`src/inc/rst_dbg_pkg.sv`:
```
package rst_dbg_pkg;
    // register byte offsets
    localparam logic [3:0]  CTRL_OFF   = 4'h0;
    localparam logic [3:0]  STATUS_OFF = 4'h4;
    localparam logic [3:0]  CAUSE_OFF  = 4'h8;
    // ctrl fields
    localparam int CTRL_IRQ_SEL  = 0;
    localparam int CTRL_RST_SEL  = 2;
    localparam int CTRL_ISP_DIS  = 4;
    localparam int CTRL_CLK_EXT  = 5;
    localparam int CTRL_RST_EN   = 6;
    localparam logic [6:0] CTRL_RESET = 7'h00;
    // status fields
    localparam int STAT_BOD_IRQ  = 0;
    localparam int STAT_LEVEL    = 4;
    localparam int STAT_SWD      = 8;
    localparam int STAT_JTAG     = 9;
    localparam int STAT_CLK_IRC  = 10;
    // cause bits: pin, watchdog, power-on, brownout
    localparam int CAUSE_PIN = 0;
    localparam int CAUSE_WDT = 1;
    localparam int CAUSE_POR = 2;
    localparam int CAUSE_BOD = 3;
    localparam logic [3:0] CAUSE_RESET = 4'h4;
    // protection levels
    localparam logic [1:0] LVL_NONE  = 2'h0;
    localparam logic [1:0] LVL_ONE   = 2'h1;
    localparam logic [1:0] LVL_TWO   = 2'h2;
    localparam logic [1:0] LVL_THREE = 2'h3;
    localparam logic [31:0] BOOT_ADDR = 32'h0000_0000;
    // timing
    localparam int CLK_PERIOD_PS  = 20000;
    localparam int PIN_MIN_NS     = 50;
    localparam int PIN_MIN_CYC    = (PIN_MIN_NS * 1000 + CLK_PERIOD_PS - 1) / CLK_PERIOD_PS;
    localparam int HOLD_CYC       = 8;
    localparam logic [1:0] RESP_OKAY   = 2'h0;
    localparam logic [1:0] RESP_SLVERR = 2'h2;

    typedef enum logic [1:0] {
        ST_HOLD = 2'b01,
        ST_RUN  = 2'b10
    } seq_e;

    typedef struct packed {
        seq_e        st;
        logic [3:0]  pin_cnt;
        logic [3:0]  hold_cnt;
        logic        chip_rst;
        logic        fetch_go;
        logic [31:0] fetch_addr;
        logic [1:0]  lvl;
        logic        bod_irq;
        logic        swd_en;
        logic        jtag_en;
        logic        isp_en;
        logic        isp_pin_en;
        logic        main_clk_irc;
        logic [3:0]  cause;
        logic [6:0]  ctrl;
        logic        awready;
        logic        wready;
        logic        aw_got;
        logic        w_got;
        logic [3:0]  awaddr;
        logic [7:0]  wdata;
        logic        wstrb0;
        logic        bvalid;
        logic [1:0]  bresp;
        logic        arready;
        logic        rvalid;
        logic [31:0] rdata;
        logic [1:0]  rresp;
    } state_s;
endpackage

```
`src/rtl/reset_and_debug_access_control.sv`:
```
`timescale 1ns/1ps
`default_nettype none

module reset_and_debug_access_control #(
    parameter logic [31:0] PROT_ONE_PATTERN   = 32'h1111_1111,
    parameter logic [31:0] PROT_TWO_PATTERN   = 32'h2222_2222,
    parameter logic [31:0] PROT_THREE_PATTERN = 32'h3333_3333
) (
    input  wire logic        aclk,
    input  wire logic        aresetn,
    input  wire logic        reset_pin_n,
    input  wire logic        watchdog_reset,
    input  wire logic        power_on_reset,
    input  wire logic [3:0]  bod_irq_below,
    input  wire logic [3:0]  bod_rst_below,
    input  wire logic [31:0] flash_prot_word,
    input  wire logic [3:0]  s_axi_awaddr,
    input  wire logic        s_axi_awvalid,
    output logic             s_axi_awready,
    input  wire logic [31:0] s_axi_wdata,
    input  wire logic [3:0]  s_axi_wstrb,
    input  wire logic        s_axi_wvalid,
    output logic             s_axi_wready,
    output logic [1:0]       s_axi_bresp,
    output logic             s_axi_bvalid,
    input  wire logic        s_axi_bready,
    input  wire logic [3:0]  s_axi_araddr,
    input  wire logic        s_axi_arvalid,
    output logic             s_axi_arready,
    output logic [31:0]      s_axi_rdata,
    output logic [1:0]       s_axi_rresp,
    output logic             s_axi_rvalid,
    input  wire logic        s_axi_rready,
    output logic             chip_reset_n,
    output logic             internal_rc_oscillator_en,
    output logic             main_clk_is_irc,
    output logic             flash_ctrl_init,
    output logic             fetch_start,
    output logic [31:0]      fetch_addr,
    output logic             brownout_detector_irq,
    output logic             swd_enable,
    output logic             jtag_bscan_enable,
    output logic             in_system_programming_en,
    output logic             programming_entry_pin_en,
    output logic             isp_limited_cmds,
    output logic             isp_full_erase_only,
    output logic             sector0_write_en,
    output logic             in_application_programming_en,
    output logic [1:0]       code_read_protection
);

    rst_dbg_pkg::state_s q, d;

    logic       pin_rst;
    logic       bod_rst;
    logic       any_rst;
    logic       wr_fire;
    logic [1:0] lvl_new;
    logic [31:0] rd_val;

    ////////////////////////////////////////////////////////////////////////
    always_comb begin
        d = q;
        d.fetch_go = 1'b0;
        // write fires once address and data are both held
        wr_fire = q.aw_got & q.w_got & ~q.bvalid;

        // pin filter: low long enough counts as reset
        if (reset_pin_n) begin
            d.pin_cnt = 4'h0;
        end else if (q.pin_cnt < 4'(rst_dbg_pkg::PIN_MIN_CYC)) begin
            d.pin_cnt = q.pin_cnt + 4'h1;
        end
        pin_rst = (d.pin_cnt >= 4'(rst_dbg_pkg::PIN_MIN_CYC));
        bod_rst = q.ctrl[rst_dbg_pkg::CTRL_RST_EN]
                & bod_rst_below[q.ctrl[rst_dbg_pkg::CTRL_RST_SEL +: 2]];
        any_rst = pin_rst | watchdog_reset | power_on_reset | bod_rst;

        // protection decode from flash pattern
        if (flash_prot_word == PROT_THREE_PATTERN) begin
            lvl_new = rst_dbg_pkg::LVL_THREE;
        end else if (flash_prot_word == PROT_TWO_PATTERN) begin
            lvl_new = rst_dbg_pkg::LVL_TWO;
        end else if (flash_prot_word == PROT_ONE_PATTERN) begin
            lvl_new = rst_dbg_pkg::LVL_ONE;
        end else begin
            lvl_new = rst_dbg_pkg::LVL_NONE;
        end

        // cause flags: set wins over clear
        if (wr_fire && q.awaddr == rst_dbg_pkg::CAUSE_OFF && q.wstrb0) begin
            d.cause = q.cause & ~q.wdata[3:0];
        end
        d.cause[rst_dbg_pkg::CAUSE_PIN] = d.cause[rst_dbg_pkg::CAUSE_PIN] | pin_rst;
        d.cause[rst_dbg_pkg::CAUSE_WDT] = d.cause[rst_dbg_pkg::CAUSE_WDT] | watchdog_reset;
        d.cause[rst_dbg_pkg::CAUSE_POR] = d.cause[rst_dbg_pkg::CAUSE_POR] | power_on_reset;
        d.cause[rst_dbg_pkg::CAUSE_BOD] = d.cause[rst_dbg_pkg::CAUSE_BOD] | bod_rst;

        // reset sequencer
        unique case (q.st)
            rst_dbg_pkg::ST_HOLD: begin
                d.chip_rst = 1'b1;
                if (any_rst) begin
                    d.hold_cnt = 4'h0;
                end else if (q.hold_cnt == 4'(rst_dbg_pkg::HOLD_CYC - 1)) begin
                    d.st = rst_dbg_pkg::ST_RUN;
                    d.chip_rst = 1'b0;
                    d.fetch_go = 1'b1;
                    d.fetch_addr = rst_dbg_pkg::BOOT_ADDR;
                    d.lvl = lvl_new;
                end else begin
                    d.hold_cnt = q.hold_cnt + 4'h1;
                end
            end
            rst_dbg_pkg::ST_RUN: begin
                if (any_rst) begin
                    d.st = rst_dbg_pkg::ST_HOLD;
                    d.chip_rst = 1'b1;
                    d.hold_cnt = 4'h0;
                end
            end
        endcase

        // ctrl and clock select return to defaults while chip reset holds
        if (d.chip_rst) begin
            d.ctrl = rst_dbg_pkg::CTRL_RESET;
            d.main_clk_irc = 1'b1;
        end else begin
            d.main_clk_irc = ~q.ctrl[rst_dbg_pkg::CTRL_CLK_EXT];
        end

        d.bod_irq = bod_irq_below[q.ctrl[rst_dbg_pkg::CTRL_IRQ_SEL +: 2]];
        d.jtag_en = ~reset_pin_n;
        d.swd_en = reset_pin_n & ~d.chip_rst
                 & (d.lvl == rst_dbg_pkg::LVL_NONE);
        d.isp_en = (d.lvl != rst_dbg_pkg::LVL_THREE);
        d.isp_pin_en = d.isp_en & ~q.ctrl[rst_dbg_pkg::CTRL_ISP_DIS];

        ////////////////////////////////////////////////////////////////////
        // axi4-lite write channel
        if (s_axi_awvalid && q.awready) begin
            d.aw_got = 1'b1;
            d.awaddr = s_axi_awaddr;
        end
        if (s_axi_wvalid && q.wready) begin
            d.w_got = 1'b1;
            d.wdata = s_axi_wdata[7:0];
            d.wstrb0 = s_axi_wstrb[0];
        end
        if (wr_fire) begin
            d.aw_got = 1'b0;
            d.w_got = 1'b0;
            d.bvalid = 1'b1;
            d.bresp = rst_dbg_pkg::RESP_OKAY;
            unique case (q.awaddr)
                rst_dbg_pkg::CTRL_OFF: begin
                    if (q.wstrb0 && !d.chip_rst) begin
                        d.ctrl = q.wdata[6:0];
                    end
                end
                rst_dbg_pkg::STATUS_OFF, rst_dbg_pkg::CAUSE_OFF: begin
                end
                default: d.bresp = rst_dbg_pkg::RESP_SLVERR;
            endcase
        end
        if (q.bvalid && s_axi_bready) begin
            d.bvalid = 1'b0;
        end
        d.awready = ~d.aw_got & ~d.bvalid;
        d.wready = ~d.w_got & ~d.bvalid;

        // axi4-lite read channel
        rd_val = 32'h0000_0000;
        rd_val[rst_dbg_pkg::STAT_BOD_IRQ] = q.bod_irq;
        rd_val[rst_dbg_pkg::STAT_LEVEL +: 2] = q.lvl;
        rd_val[rst_dbg_pkg::STAT_SWD] = q.swd_en;
        rd_val[rst_dbg_pkg::STAT_JTAG] = q.jtag_en;
        rd_val[rst_dbg_pkg::STAT_CLK_IRC] = q.main_clk_irc;
        if (s_axi_arvalid && q.arready) begin
            d.rvalid = 1'b1;
            d.rresp = rst_dbg_pkg::RESP_OKAY;
            unique case (s_axi_araddr)
                rst_dbg_pkg::CTRL_OFF:   d.rdata = {25'h0, q.ctrl};
                rst_dbg_pkg::STATUS_OFF: d.rdata = rd_val;
                rst_dbg_pkg::CAUSE_OFF:  d.rdata = {28'h0, q.cause};
                default: begin
                    d.rdata = 32'h0000_0000;
                    d.rresp = rst_dbg_pkg::RESP_SLVERR;
                end
            endcase
        end
        if (q.rvalid && s_axi_rready) begin
            d.rvalid = 1'b0;
        end
        d.arready = ~d.rvalid;
    end

    ////////////////////////////////////////////////////////////////////////
    always_ff @(posedge aclk) begin
        if (!aresetn) begin
            q <= '0;
            q.st <= rst_dbg_pkg::ST_HOLD;
            q.chip_rst <= 1'b1;
            q.main_clk_irc <= 1'b1;
            q.lvl <= rst_dbg_pkg::LVL_THREE;
            q.cause <= rst_dbg_pkg::CAUSE_RESET;
            q.ctrl <= rst_dbg_pkg::CTRL_RESET;
            q.awready <= 1'b1;
            q.wready <= 1'b1;
            q.arready <= 1'b1;
        end else begin
            q <= d;
        end
    end

    ////////////////////////////////////////////////////////////////////////
    assign s_axi_awready = q.awready;
    assign s_axi_wready = q.wready;
    assign s_axi_bvalid = q.bvalid;
    assign s_axi_bresp = q.bresp;
    assign s_axi_arready = q.arready;
    assign s_axi_rvalid = q.rvalid;
    assign s_axi_rdata = q.rdata;
    assign s_axi_rresp = q.rresp;
    assign chip_reset_n = ~q.chip_rst;
    assign internal_rc_oscillator_en = q.main_clk_irc | q.chip_rst;
    assign main_clk_is_irc = q.main_clk_irc;
    assign flash_ctrl_init = q.chip_rst;
    assign fetch_start = q.fetch_go;
    assign fetch_addr = q.fetch_addr;
    assign brownout_detector_irq = q.bod_irq;
    assign swd_enable = q.swd_en;
    assign jtag_bscan_enable = q.jtag_en;
    assign in_system_programming_en = q.isp_en;
    assign programming_entry_pin_en = q.isp_pin_en;
    assign isp_limited_cmds = (q.lvl == rst_dbg_pkg::LVL_ONE);
    assign isp_full_erase_only = (q.lvl == rst_dbg_pkg::LVL_TWO);
    assign sector0_write_en = (q.lvl != rst_dbg_pkg::LVL_ONE) & q.isp_en;
    assign in_application_programming_en = ~q.chip_rst;
    assign code_read_protection = q.lvl;

endmodule // reset_and_debug_access_control

`default_nettype wire

```
`config.mk`:
```
export PLATFORM = sky130hd
export DESIGN_NAME = reset_and_debug_access_control
export DESIGN_NICKNAME = d
export VERILOG_FILES = /design/src/inc/rst_dbg_pkg.sv /design/src/rtl/reset_and_debug_access_control.sv
export SDC_FILE = /design/constraint.sdc
export NUM_CORES = 1
export LEC_CHECK = 0
export BUFFER_PORTS_ARGS = -buffer_cell sky130_fd_sc_hd__buf_4
export CORE_ASPECT_RATIO = 0.8
export CORE_MARGIN = 2
export CORE_UTILIZATION = 45
export DETAILED_ROUTE_END_ITERATION = 16
export PLACE_DENSITY_LB_ADDON = 0.12
export SETUP_SLACK_MARGIN = 0.3
export SLEW_MARGIN = 20
export SYNTH_ARGS = -nofsm -noshare
export SYNTH_HDL_FRONTEND = slang
export SYNTH_SLANG_ARGS = --single-unit
```
`constraint.sdc`:
```
create_clock -name aclk -period 2.65 [get_ports aclk]
set_input_delay 0.53 -clock aclk [delete_from_list [all_inputs] [get_ports aclk]]
set_output_delay 0.53 -clock aclk [all_outputs]
set_load 0.01 [all_outputs]
```
Yosys cells after proc, flatten, opt, wreduce, memory -nomap -nowiden

Index checks and enable logic that the tools add are counted.
Widths: inputs -> output; s select.

Flip-flop bits (word level): 86
Word-level logic and storage cells: 135
Input port bits: 94

Magnitude comparators: 4
Eq/ne operators: 18
Add/subtract/negate cells: 2
Muxes and demuxes: 35
Reductions and logical operators: 18
Bitwise operators: 31

Operators by type and width:

| operator             | count |
|---|---|
| $mux 36              | 2 |
| $eq 32x30->1 const B | 2 |
| $mux 35              | 1 |
| $pmux 11 s3          | 1 |
| $eq 32x29->1 const B | 1 |
| $mux 7               | 4 |
| $mux 4               | 5 |
| $mux 2               | 9 |
| $eq 4x3->1 const B   | 3 |
| $not 1->1            | 12 |
| $pmux 5 s2           | 1 |
| $and 1x1->1          | 9 |
| $reduce_or 3->1      | 3 |
| $add 4x1->4 const B  | 2 |
| $eq 4x4->1 const B   | 2 |
| $logic_and 1x1->1    | 8 |
| $logic_not 4->1      | 2 |
| $ne 2x2->1 const B   | 4 |
| $or 1x1->1           | 8 |
| $mux 1               | 7 |
| $lt 2x3->1 const B   | 2 |
| $mux 5               | 1 |
| $and 4x4->4          | 1 |
| $bmux 1 s2           | 2 |
| 14 further kinds     | 16 |

Depth between registers and ports, before layout

Gate-level depths: netlist of the first run.

Word-level depth: 14
Depth in mapped cells: 8
Gate-level depth less buffers: 6

Worst setup path after synthesis of the first run

OpenSTA, ideal clock, no wires.

Path type: input to register
Start point: input port bod_rst_below[1]
End point: register q[56] in the netlist's numbering
Stages on the path: 7
Slack: 0.556 ns
Arrival time: 2.033 ns
Buffers on the path: 2
Library setup time: 0.061 ns
Path through: mux2_4 -> a211o_4 -> or3_1 -> buf_6 -> nor2b_4 -> buf_6 -> o221a_1

Word-level cells in the longest chain between the ends: 11
Elaborated cells between the ends (all ways): 13
Those cells by class: 9 x mux; 2 x bitwise; 2 x reduce/logical

Ends and longest elaborated chain:

| item                              | RTL line                                                                     | source |
|---|---|---|
| start, declared                   | reset_and_debug_access_control.sv:15                                         | `input wire logic [3:0] bod_rst_below,` |
| $bmux 1 s2 *                      | reset_and_debug_access_control.sv:76                                         | `& bod_rst_below[q.ctrl[rst_dbg_pkg::CTRL_RST_SEL +: 2]];` |
| $mux 1 (implied by the code) *    | reset_and_debug_access_control.sv:76                                         |  |
| $and 1x1->1 *                     | reset_and_debug_access_control.sv:76                                         |  |
| $or 1x1->1 *                      | reset_and_debug_access_control.sv:77                                         | `any_rst = pin_rst \| watchdog_reset \| power_on_reset \| bod_rst;` |
| $mux 5 or $mux 36 (tied branches) | reset_and_debug_access_control.sv:116, reset_and_debug_access_control.sv:103 |  |
| $pmux 5 s2 *                      | reset_and_debug_access_control.sv:100                                        | `unique case (q.st)` |
| $logic_not 1->1                   | reset_and_debug_access_control.sv:157                                        | `if (q.wstrb0 && !d.chip_rst) begin` |
| $logic_and 1x1->1                 | reset_and_debug_access_control.sv:157                                        |  |
| $mux 7                            | reset_and_debug_access_control.sv:157                                        |  |
| $mux 7                            | reset_and_debug_access_control.sv:155                                        | `unique case (q.awaddr)` |
| $mux 7 *                          | reset_and_debug_access_control.sv:150                                        | `if (wr_fire) begin` |
| end, declared                     | reset_and_debug_access_control.sv:52                                         | `rst_dbg_pkg::state_s q, d;` |

Every way passes the cells marked *; elsewhere a longest branch is shown, timed or not. The select of a mux whose other input is x is not followed.
A chain may end at the register's enable or synchronous reset.

Final worst setup path of the first run

Start point: register q[59] in the netlist's numbering
End point: register q[61] in the netlist's numbering

Word-level cells in the longest chain between the ends: 11
Elaborated cells between the ends (all ways): 13
Those cells by class: 9 x mux; 2 x bitwise; 2 x reduce/logical

Ends and longest elaborated chain:

| item                              | RTL line |
|---|---|
| $bmux 1 s2 *                      | reset_and_debug_access_control.sv:76 |
| $mux 1 (implied by the code) *    | reset_and_debug_access_control.sv:76 |
| $and 1x1->1 *                     | reset_and_debug_access_control.sv:76 |
| $or 1x1->1 *                      | reset_and_debug_access_control.sv:77 |
| $mux 5 or $mux 36 (tied branches) | reset_and_debug_access_control.sv:116, reset_and_debug_access_control.sv:103 |
| $pmux 5 s2 *                      | reset_and_debug_access_control.sv:100 |
| $logic_not 1->1                   | reset_and_debug_access_control.sv:157 |
| $logic_and 1x1->1                 | reset_and_debug_access_control.sv:157 |
| $mux 7                            | reset_and_debug_access_control.sv:157 |
| $mux 7                            | reset_and_debug_access_control.sv:155 |
| $mux 7 *                          | reset_and_debug_access_control.sv:150 |

Marked as above.

==> metrics, run 1 <==
# clock sinks between 60 and 70; status complete, no violations; PD cells approximately 490 nW/um2; DR iter-0 viols slightly below 100; fin crit share between 80% and 90%; Worst Path Arrival 2.40 ns; Crit Reg-Reg Endpoint q[61]$_SDFF_PN0_; core area 6960 um2; Worst Skew approximately 0.0055 ns; CTS tree yes; initial antenna violation count 0; Avg Inst Size Synth ~8.9 um2; fill count roughly 660; Hold Buf Count CTS 0; Synth Flop Type dfxtp_1; TritonCTS buffer count 9; PostCTS Resize Cnt 0; VDD IR-drop max 0.298 mV; final instance area 3900 um2; crit path to q[61]$_SDFF_PN0_; ant diodes 0; Synth Cell Area 3260 um2; CP Depth 5; H-tree levels 3; CP peak stage delay about 0.52 ns; total die area 7940 um2; CP Class reg2reg; Netlist cell types 48; layout cell share with drive strength beyond 1 27.7%; Final Hold Viols 0; Reg2Reg Setup Slack around 0.52 ns; IO Count between 150 and 200; max-slew violations 0; hpwl dp 5460 um; Mapped Cells approximately 370; RR Startpoint q[59]$_SDFF_PN0_; CTS max path bufs 2; cells along the critical path mux2_4 -> a211o_4 -> or3_1 -> nor2b_4 -> o221a_1; Worst setup SP type flip-flop; Layout Nets 548; EDFF count, synth 0; DRC viols 0; cell depth of the worst flop-to-flop path 5; TritonRoute pass-1 iters 4; I/O Buffers 98; Area Growth Syn to Fin 19.8%; Die X 99.1 um; CP Capture Type flip-flop; Top reg by flops q; first-pass GRT wire length approximately 11,000 um; GR Util All Layers approximately 17%; Worst EP required approximately 2.9 ns; total grt overflow 0; Initial Util 46.8%; vias after detailed routing around 2,500; clk slew on worst S/H paths roughly 0.06 ns; Setup Buffers After CTS 0; largest net degree at the start of global routing 40; count of final setup violators 0; Slowest cell on crit path or3_1; ys async rst share 0%; clk_lat worst skew around 0.33 ns; sequential share of the synthesized area 38.1%; die span in y 80.1 um; final worst path period need ~2.1 ns; num rows 27; Clock Tree Root clkbuf_8; CP Buf/Inv Count 0; vias per cell 4.68; FMAX approximately 470 MHz; hold wc startpoint q[61]$_SDFF_PN0_; total wire length slightly below 7000 um; setup TNS 0 ns; Leakage between 1.5 and 2 nW; vias in the first global route approximately 2,300; drt wl/cell 12.6 um; Ys Warns 0; family with the most delay on the worst path simple AND/OR/NAND/NOR gates; Post-DP Area around 3700 um2; RePlAce Congestion about 0.77; max-capacitance violation count 0; critical path fanouts, max 9; post-route ant nets 0; Hold Crit Class reg2reg; RSZ-0062 raised after global routing false; CP startpoint q[59]$_SDFF_PN0_; Synth Register Bits 62; max FFs per register 35
## cell type report
cell class / count / area, um2 / share of cell area, %
Multi-Input combinational cell: 270 / 1600 / 41.1
Sequential cell: 62 / 1240 / 31.8
Timing Repair Buffer: 102 / 766 / 19.6
Clock buffer: 12 / 145 / 3.72
Tap cell: 87 / 109 / 2.79
Inverter: 7 / 26.3 / 0.674
Clock inverter: 2 / 10.0 / 0.257
## kinds of logic (layout without fill, tap and decap cells)
logic type	after synthesis	count (layout)	share of synthesized area (%)
AOI/OAI and AO/OA	57	57	13.3
xor gates and xnor gates	4	4	1.08
adders and majority gates	2	2	0.769
buffers and inverters	90	123	19.0
DFF	62	62	38.1
muxes	14	14	4.84
other	1	56	0.115
and+or+nand+nor	137	137	22.7
## layout by cell type (no fill, tap or decap), types with 3 or more instances in the layout
cell and count:
a211oi_1 3, a21boi_0 19, a21oi_1 6, and2_1 14, buf_4 102, clkbuf_8 10, conb_1 56, dfxtp_1 62
inv_1 6, mux2i_1 12, nand2_1 43, nand2b_1 6, nand3_1 13, nand3b_1 3, nand4_1 5, nor2_1 15
nor2b_1 7, nor3_1 6, nor4_1 8, o211ai_1 3, o21a_1 3, o21ai_0 7, o221a_1 6, or2_2 3
or3_1 3, xor2_1 3
## Yosys cell counts (5+ instances only)
| cell | count | area [um2] |
|---|---|---|
| nand4_1 | 5 | 31.3 |
| clkbuf_1 | 10 | 37.5 |
| nor2b_1 | 7 | 43.8 |
| nor3_1 | 6 | 30.0 |
| nor2_1 | 15 | 56.3 |
| o21ai_0 | 7 | 35.0 |
| mux2i_1 | 12 | 120 |
| a21boi_0 | 19 | 143 |
| dfxtp_1 | 62 | 1240 |
| and2_1 | 14 | 87.6 |
| nand2b_1 | 6 | 37.5 |
| o221a_1 | 6 | 67.6 |
| nand3_1 | 13 | 65.1 |
| inv_1 | 6 | 22.5 |
| nor4_1 | 8 | 50.1 |
| buf_4 | 71 | 533 |
| a21oi_1 | 6 | 30.0 |
| nand2_1 | 43 | 161 |
## through the flow
stage / hold WS, ns / setup slack (ns) / power, mW / util [%] / instances
after global routing: 0.422 / 0.386 / 2.02 / 56.0 / 542
after floorplan: 0.371 / 0.556 / 1.21 / - / 422
after global placement: 0.389 / 0.329 / 1.26 / 53.8 / 528
after detailed placement: 0.392 / 0.325 / 1.27 / 53.8 / 528
final: 0.403 / 0.518 / 1.92 / 56.0 / 542
after CTS: 0.408 / 0.531 / 1.95 / 56.0 / 542
## layer usage
layer / GRT usage [%] / vias to the layer above / share of wire, %
met5: 0 / - / 0
met4: 4.25 / 0 / 0.75
met3: 6.96 / 4 / 6.9
met2: 25.4 / 94 / 43
met1: 23.9 / 1128 / 50
li1: - / 1310 / -
## worst min path at each step
| stage | endpoint | slack [ns] | depth (start not counted) |
|---|---|---|---|
| after floorplan | main_clk_is_irc$_SDFF_PP1_ | 0.37 | 1 |
| after global placement | main_clk_is_irc$_SDFF_PP1_ | 0.39 | 1 |
| after detailed placement | main_clk_is_irc$_SDFF_PP1_ | 0.39 | 1 |
| final | main_clk_is_irc$_SDFF_PP1_ | 0.40 | 1 |
| after global routing | q[64]$_SDFF_PN0_ | 0.42 | 2 |
| after CTS | main_clk_is_irc$_SDFF_PP1_ | 0.41 | 1 |
## power by group
group	internal, mW	total, mW	switching (mW)
Sequential	0.968	0.994	0.0266
Combinational	0.123	0.257	0.134
Clock	0.351	0.670	0.318
Total	1.44	1.92	0.479
No activity file was read; power rests on OpenSTA's default activity.
==> run 2, diff against run 1 <==
clock period = 2.1 ns   (was 2.65 ns; I/O delays follow)
==> run 2 against run 1 <==
Compared with the run above: design area up 7.1%; critical path depth up 1; final cell count rose by 2.6%; fmax is 12% higher; clock power up 73%; die area stayed put; global-route usage up 1.5 points; hold slack worse by 0.076 ns.
==> metrics, run 2 (synthesized netlist as in run 1, its figures left out) <==
Seq. cell area between 1000 and 1500 um2; met2 GRT Util 28.6%; grt met3 use between 6 and 7%; I/O Buffers 98; Hold Crit Class in2reg; fin util 60.0%; Worst Skew 0.00639 ns; largest net degree at the start of global routing 22; CP Capture Type flip-flop; post-route ant nets 0; RR Startpoint q[59]$_SDFF_PN0_; Clk pwr share a little over two fifths; final instance area approximately 4200 um2; DRC viols 0; Worst Path Arrival roughly 2.1 ns; CP startpoint q[59]$_SDFF_PN0_; initial antenna violation count 0; GR Util met1 about a quarter; max-capacitance violation count 0; Area Growth Syn to Fin 28.3%; crit path to q[59]$_SDFF_PN0_; count of final setup violators 0; fin crit share 90.4%; total wire length about 7500 um; Final Hold Viols 0; Top reg by flops q; clk_lat worst skew roughly 0.34 ns; max FFs per register 35; fill count roughly 620; clk slew on worst S/H paths approximately 0.06 ns; Worst EP required 2.33 ns; Crit Reg-Reg Endpoint q[59]$_SDFF_PN0_; CTS tree yes; num rows 27; Place WS -0.128 ns; vias after detailed routing approximately 2,700; IO Count between 150 and 200; cell depth of the worst flop-to-flop path 6; H-tree levels 3; Worst setup SP type flip-flop; Seq pwr share between 40% and 50%; switch share roughly 25%; RePlAce Congestion roughly 0.77; P_int about 2.1 mW; CP Class reg2reg; vias per cell 4.79; # clock sinks just over 60; vias in the first global route between 2,000 and 2,500; DR iter-0 viols just under 90; Post-DP Area about 3800 um2; PD cells ~660 nW/um2; Leakage about 1.8 nW; VDD IR-drop max between 0.3 and 0.4 mV; core area a little under 7000 um2; most frequent cells in the layout buf_4 (109), dfxtp_1 (59), conb_1 (56); Final WS setup 0.202 ns; layout cell share with drive strength beyond 1 between 30% and 40%; total grt overflow 0; Hold Buf Count CTS 0; TritonRoute pass-1 iters 4; setup TNS 0 ns; Layout Nets 560; die span in y ~80 um; critical path fanouts, max 6; final worst path period need 1.90 ns; Die X between 90 and 100 um; RSZ-0062 raised after global routing true; commonest non-fill, non-tap cell in the layout buf_4; TritonCTS buffer count 9; Reg2Reg Setup Slack 0.20 ns; ant diodes 0; first-pass GRT wire length between 10,000 and 15,000 um; CTS max path bufs 2; multi-input logic area between 1500 and 2000 um2; busiest layer in global routing met2; Initial Util between 40% and 50%; status complete, no violations; drt wl/cell roughly 13 um; total die area around 7900 um2; GR Util All Layers between 10% and 20%; hpwl dp around 5700 um; Comb pwr share between 10% and 20%; Net Switching roughly 0.68 mW; max-slew violations 0; FMAX 527 MHz; Clock Tree Root clkbuf_8
-- run 2: cell types whose count changed in the layout (fill, tap and decap cells not counted), sizes merged --
| cell | before | now |
|---|---|---|
| bufinv | 0 | 2 |
| nor2b | 8 | 9 |
| buf | 102 | 113 |
| clkinvlp | 0 | 2 |
| clkbuf | 12 | 10 |
-- run 2: repair_timing --
action | 4_1_cts | 5_1_grt
hold endpoints to repair | 0 | 0
pin swaps | 18 | 4
buffers inserted | 7 | 0
gates resized for setup | 20 | 6
cloned | 1 | 0
endpoints found under the setup margin | 20 | 20
-- run 2: stage by stage --
stage	hold slack (ns)	power [mW]	std cells
5_1_grt	0.329	2.89	556
4_1_cts	0.302	2.79	556
3_5_place_dp	0.398	1.61	532
2_1_floorplan	0.378	1.53	422
6_report	0.328	2.76	556
3_3_place_gp	0.397	1.60	532
-- run 2: layout make-up --
| cell class | instances | share of cell area (%) |
|---|---|---|
| Clock buffer | 10 | 3.30 |
| Clock inverter | 6 | 2.04 |
| Inverter | 7 | 0.629 |
| Multi-Input combinational cell | 271 | 40.8 |
| Sequential cell | 62 | 29.9 |
| Tap cell | 87 | 2.61 |
| Timing Repair Buffer | 113 | 20.7 |
-- run 2: per-layer routing --
metal	wire length, um	vias up
li1	-	1339
met1	3470	1214
met2	3360	100
met3	542	13
met4	131	0
met5	0	-
-- run 2: worst min-delay path by stage --
| stage | startpoint | end | slack, ns | depth (start not counted) |
|---|---|---|---|---|
| 2_1_floorplan | q[61]$_SDFF_PN0_ | main_clk_is_irc$_SDFF_PP1_ | 0.38 | 1 |
| 3_3_place_gp | q[61]$_SDFF_PN0_ | main_clk_is_irc$_SDFF_PP1_ | 0.40 | 1 |
| 3_5_place_dp | q[61]$_SDFF_PN0_ | main_clk_is_irc$_SDFF_PP1_ | 0.40 | 1 |
| 4_1_cts | watchdog_reset | q[64]$_SDFF_PN0_ | 0.30 | 2 |
| 5_1_grt | s_axi_awaddr[2] | q[50]$_SDFFE_PN0P_ | 0.33 | 3 |
| 6_report | watchdog_reset | q[64]$_SDFF_PN0_ | 0.33 | 2 |
-- run 2: power groups by stage --
stage	combinational, mW	clock [mW]	sequential [mW]
final	0.353	1.16	1.25
after CTS	0.347	1.19	1.25
after global routing	0.388	1.24	1.26
after floorplan	0.250	0	1.28
after global placement	0.323	0	1.28
after detailed placement	0.329	0	1.28
-- run 2: critical path, stage by stage, from the launching register on --
cell	delay [ns]
dfxtp_4	0.37
mux2_4	0.32
a211o_4	0.37
buf_4	0.15
nor3_4	0.14
nand3_2	0.17
o221a_1	0.26
==> run 3, diff against run 2 <==
--- a/config.mk
+++ b/config.mk
@@ -10,3 +10,3 @@
 export CORE_MARGIN = 2
-export CORE_UTILIZATION = 45
+export CORE_UTILIZATION = 48
 export DETAILED_ROUTE_END_ITERATION = 16
==> constraint.sdc (replaced) <==
create_clock -name aclk -period 2.3 [get_ports aclk]
set_input_delay 0.46 -clock aclk [delete_from_list [all_inputs] [get_ports aclk]]
set_output_delay 0.46 -clock aclk [all_outputs]
set_load 0.02 [all_outputs]
==> run 3 against run 2 <==
Compared with the run above: hold slack improved by 0.051 ns; first-iteration DRC count up 4.5%; final cell count fell by 1.8%.
==> metrics, run 3 (synthesized netlist as in run 1, its figures left out) <==
CP Capture Type flip-flop; Comb pwr share between 10% and 20%; cell count after placement around 530; total die area approximately 7500 um2; max-capacitance violation count 0; Worst Skew approximately 0.012 ns; Worst Path Arrival about 2.2 ns; TritonRoute pass-1 iters 4; vias in the first global route ~2,200; TritonCTS buffer count 9; count of final setup violators 0; CP Buf/Inv Count 0; VDD IR-drop max approximately 0.42 mV; total wire length 6840 um; CTS tree yes; fin crit share 84.4%; switch share ~25%; num rows 26; cells along the critical path mux2_4 -> a211o_4 -> or3_1 -> a2111oi_1 -> and2_1; setup TNS 0 ns; max FFs per register 35; ant diodes 0; core area between 6000 and 7000 um2; CP peak stage delay 0.39 ns; # clock sinks between 60 and 70; Clock Tree Root clkbuf_8; most frequent cells in the layout buf_4 (106), dfxtp_1 (59), conb_1 (56); Slowest cell on crit path or3_1; Leakage between 1.5 and 2 nW; Layout Nets approximately 550; PD cells 629 nW/um2; Initial Util 50.3%; max-slew violations 0; GR Util All Layers between 15 and 20%; hpwl dp roughly 5300 um; Place WS ~0.19 ns; critical path fanouts, max 4; Die X between 90 and 100 um; layout cell share with drive strength beyond 1 between 30% and 40%; Final WS setup 0.360 ns; RePlAce Congestion between 0.7 and 0.8; post-route ant nets 0; I/O Buffers between 90 and 100; Clk pwr share approximately 41%; DRC viols 0; initial antenna violation count 0; largest net degree at the start of global routing 23; DR iter-0 viols 93; first-pass GRT wire length between 10,000 and 15,000 um; Min Hold Slack roughly 0.38 ns; total grt overflow 0; Area Growth Syn to Fin 24.1%; CP Class reg2reg; IO Count ~180; FMAX a little over 500 MHz; H-tree levels 3; CTS max path bufs 2; Net Switching around 0.65 mW; Hold Buf Count CTS 0; commonest non-fill, non-tap cell in the layout buf_4; clk_lat worst skew between 0.3 and 0.4 ns; Worst EP required 2.57 ns; Seq pwr share between 40% and 50%; status complete, no violations; Final Hold Viols 0; Top reg by flops q; die span in y slightly below 80 um; Worst setup SP type flip-flop; drt wl/cell about 13 um; vias after detailed routing 2,590; family with the most delay on the worst path compound AO/OA/AOI/OAI gates; P_int around 1.9 mW; RSZ-0062 raised after global routing true; final worst path period need between 1.5 and 2 ns; clk slew on worst S/H paths roughly 0.070 ns; Hold Crit Class in2reg; Pwr Total 2.54 mW; vias per cell between 4 and 5; fin cells approximately 550
## run 3: final timing paths
| kind | endpoint | cells past startpoint | slack [ns] | from |
|---|---|---|---|---|
| max | swd_enable$_SDFF_PN0_ | 5 | 0.36 | q[59]$_SDFF_PN0_ |
| min | q[45]$_SDFFE_PN0P_ | 3 | 0.38 | s_axi_wdata[5] |
| max reg2reg | swd_enable$_SDFF_PN0_ | 5 | 0.36 | q[59]$_SDFF_PN0_ |
| min reg2reg | main_clk_is_irc$_SDFF_PP1_ | 1 | 0.41 | q[61]$_SDFF_PN0_ |
## run 3: tightest hold or removal path, delay by kind of cell
kind,cells,cell delay [ns]
AND/OR/NAND/NOR,1,0.04
AO/OA/AOI/OAI,1,0.06
buffers and inverters,1,0.11
## run 3: per-stage QoR
| step | instance area, um2 | util, % |
|---|---|---|
| floorplan | 3460 | - |
| global placement | 3740 | 57.8 |
| detailed placement | 3740 | 57.8 |
| CTS | 3970 | 61.4 |
| global route | 4040 | 62.4 |
| finish | 4040 | 62.4 |
## run 3: timing repair
action,in CTS,in global routing
endpoints found under the setup margin,10,20
pin swaps,0,5
endpoints found under the hold margin,0,0
cloned,0,1
buffers inserted,1,3
resized for setup,2,10
## run 3: final cells by class
class                           instances  area (um2)
Fill cell                             590        2430
Multi-Input combinational cell        271        1640
Sequential cell                        62        1250
Timing Repair Buffer                  106         796
Clock buffer                           10         138
Tap cell                               84         105
Clock inverter                          6        85.1
Inverter                                7        26.3
## run 3: power groups by stage
stage	clock (mW)	sequential (mW)	combinational, mW
global placement	0	1.17	0.339
CTS	1.07	1.15	0.345
floorplan	0	1.17	0.273
finish	1.04	1.14	0.352
global route	1.12	1.15	0.387
detailed placement	0	1.17	0.344
## run 3: metal layers
layer / up-vias / GRT usage [%] / part of all wire (%)
met5: - / 0 / 0
met4: 0 / 6.71 / 1.2
met3: 10 / 5.05 / 8.5
met2: 99 / 26.9 / 45
met1: 1159 / 25.5 / 46
li1: 1322 / - / -
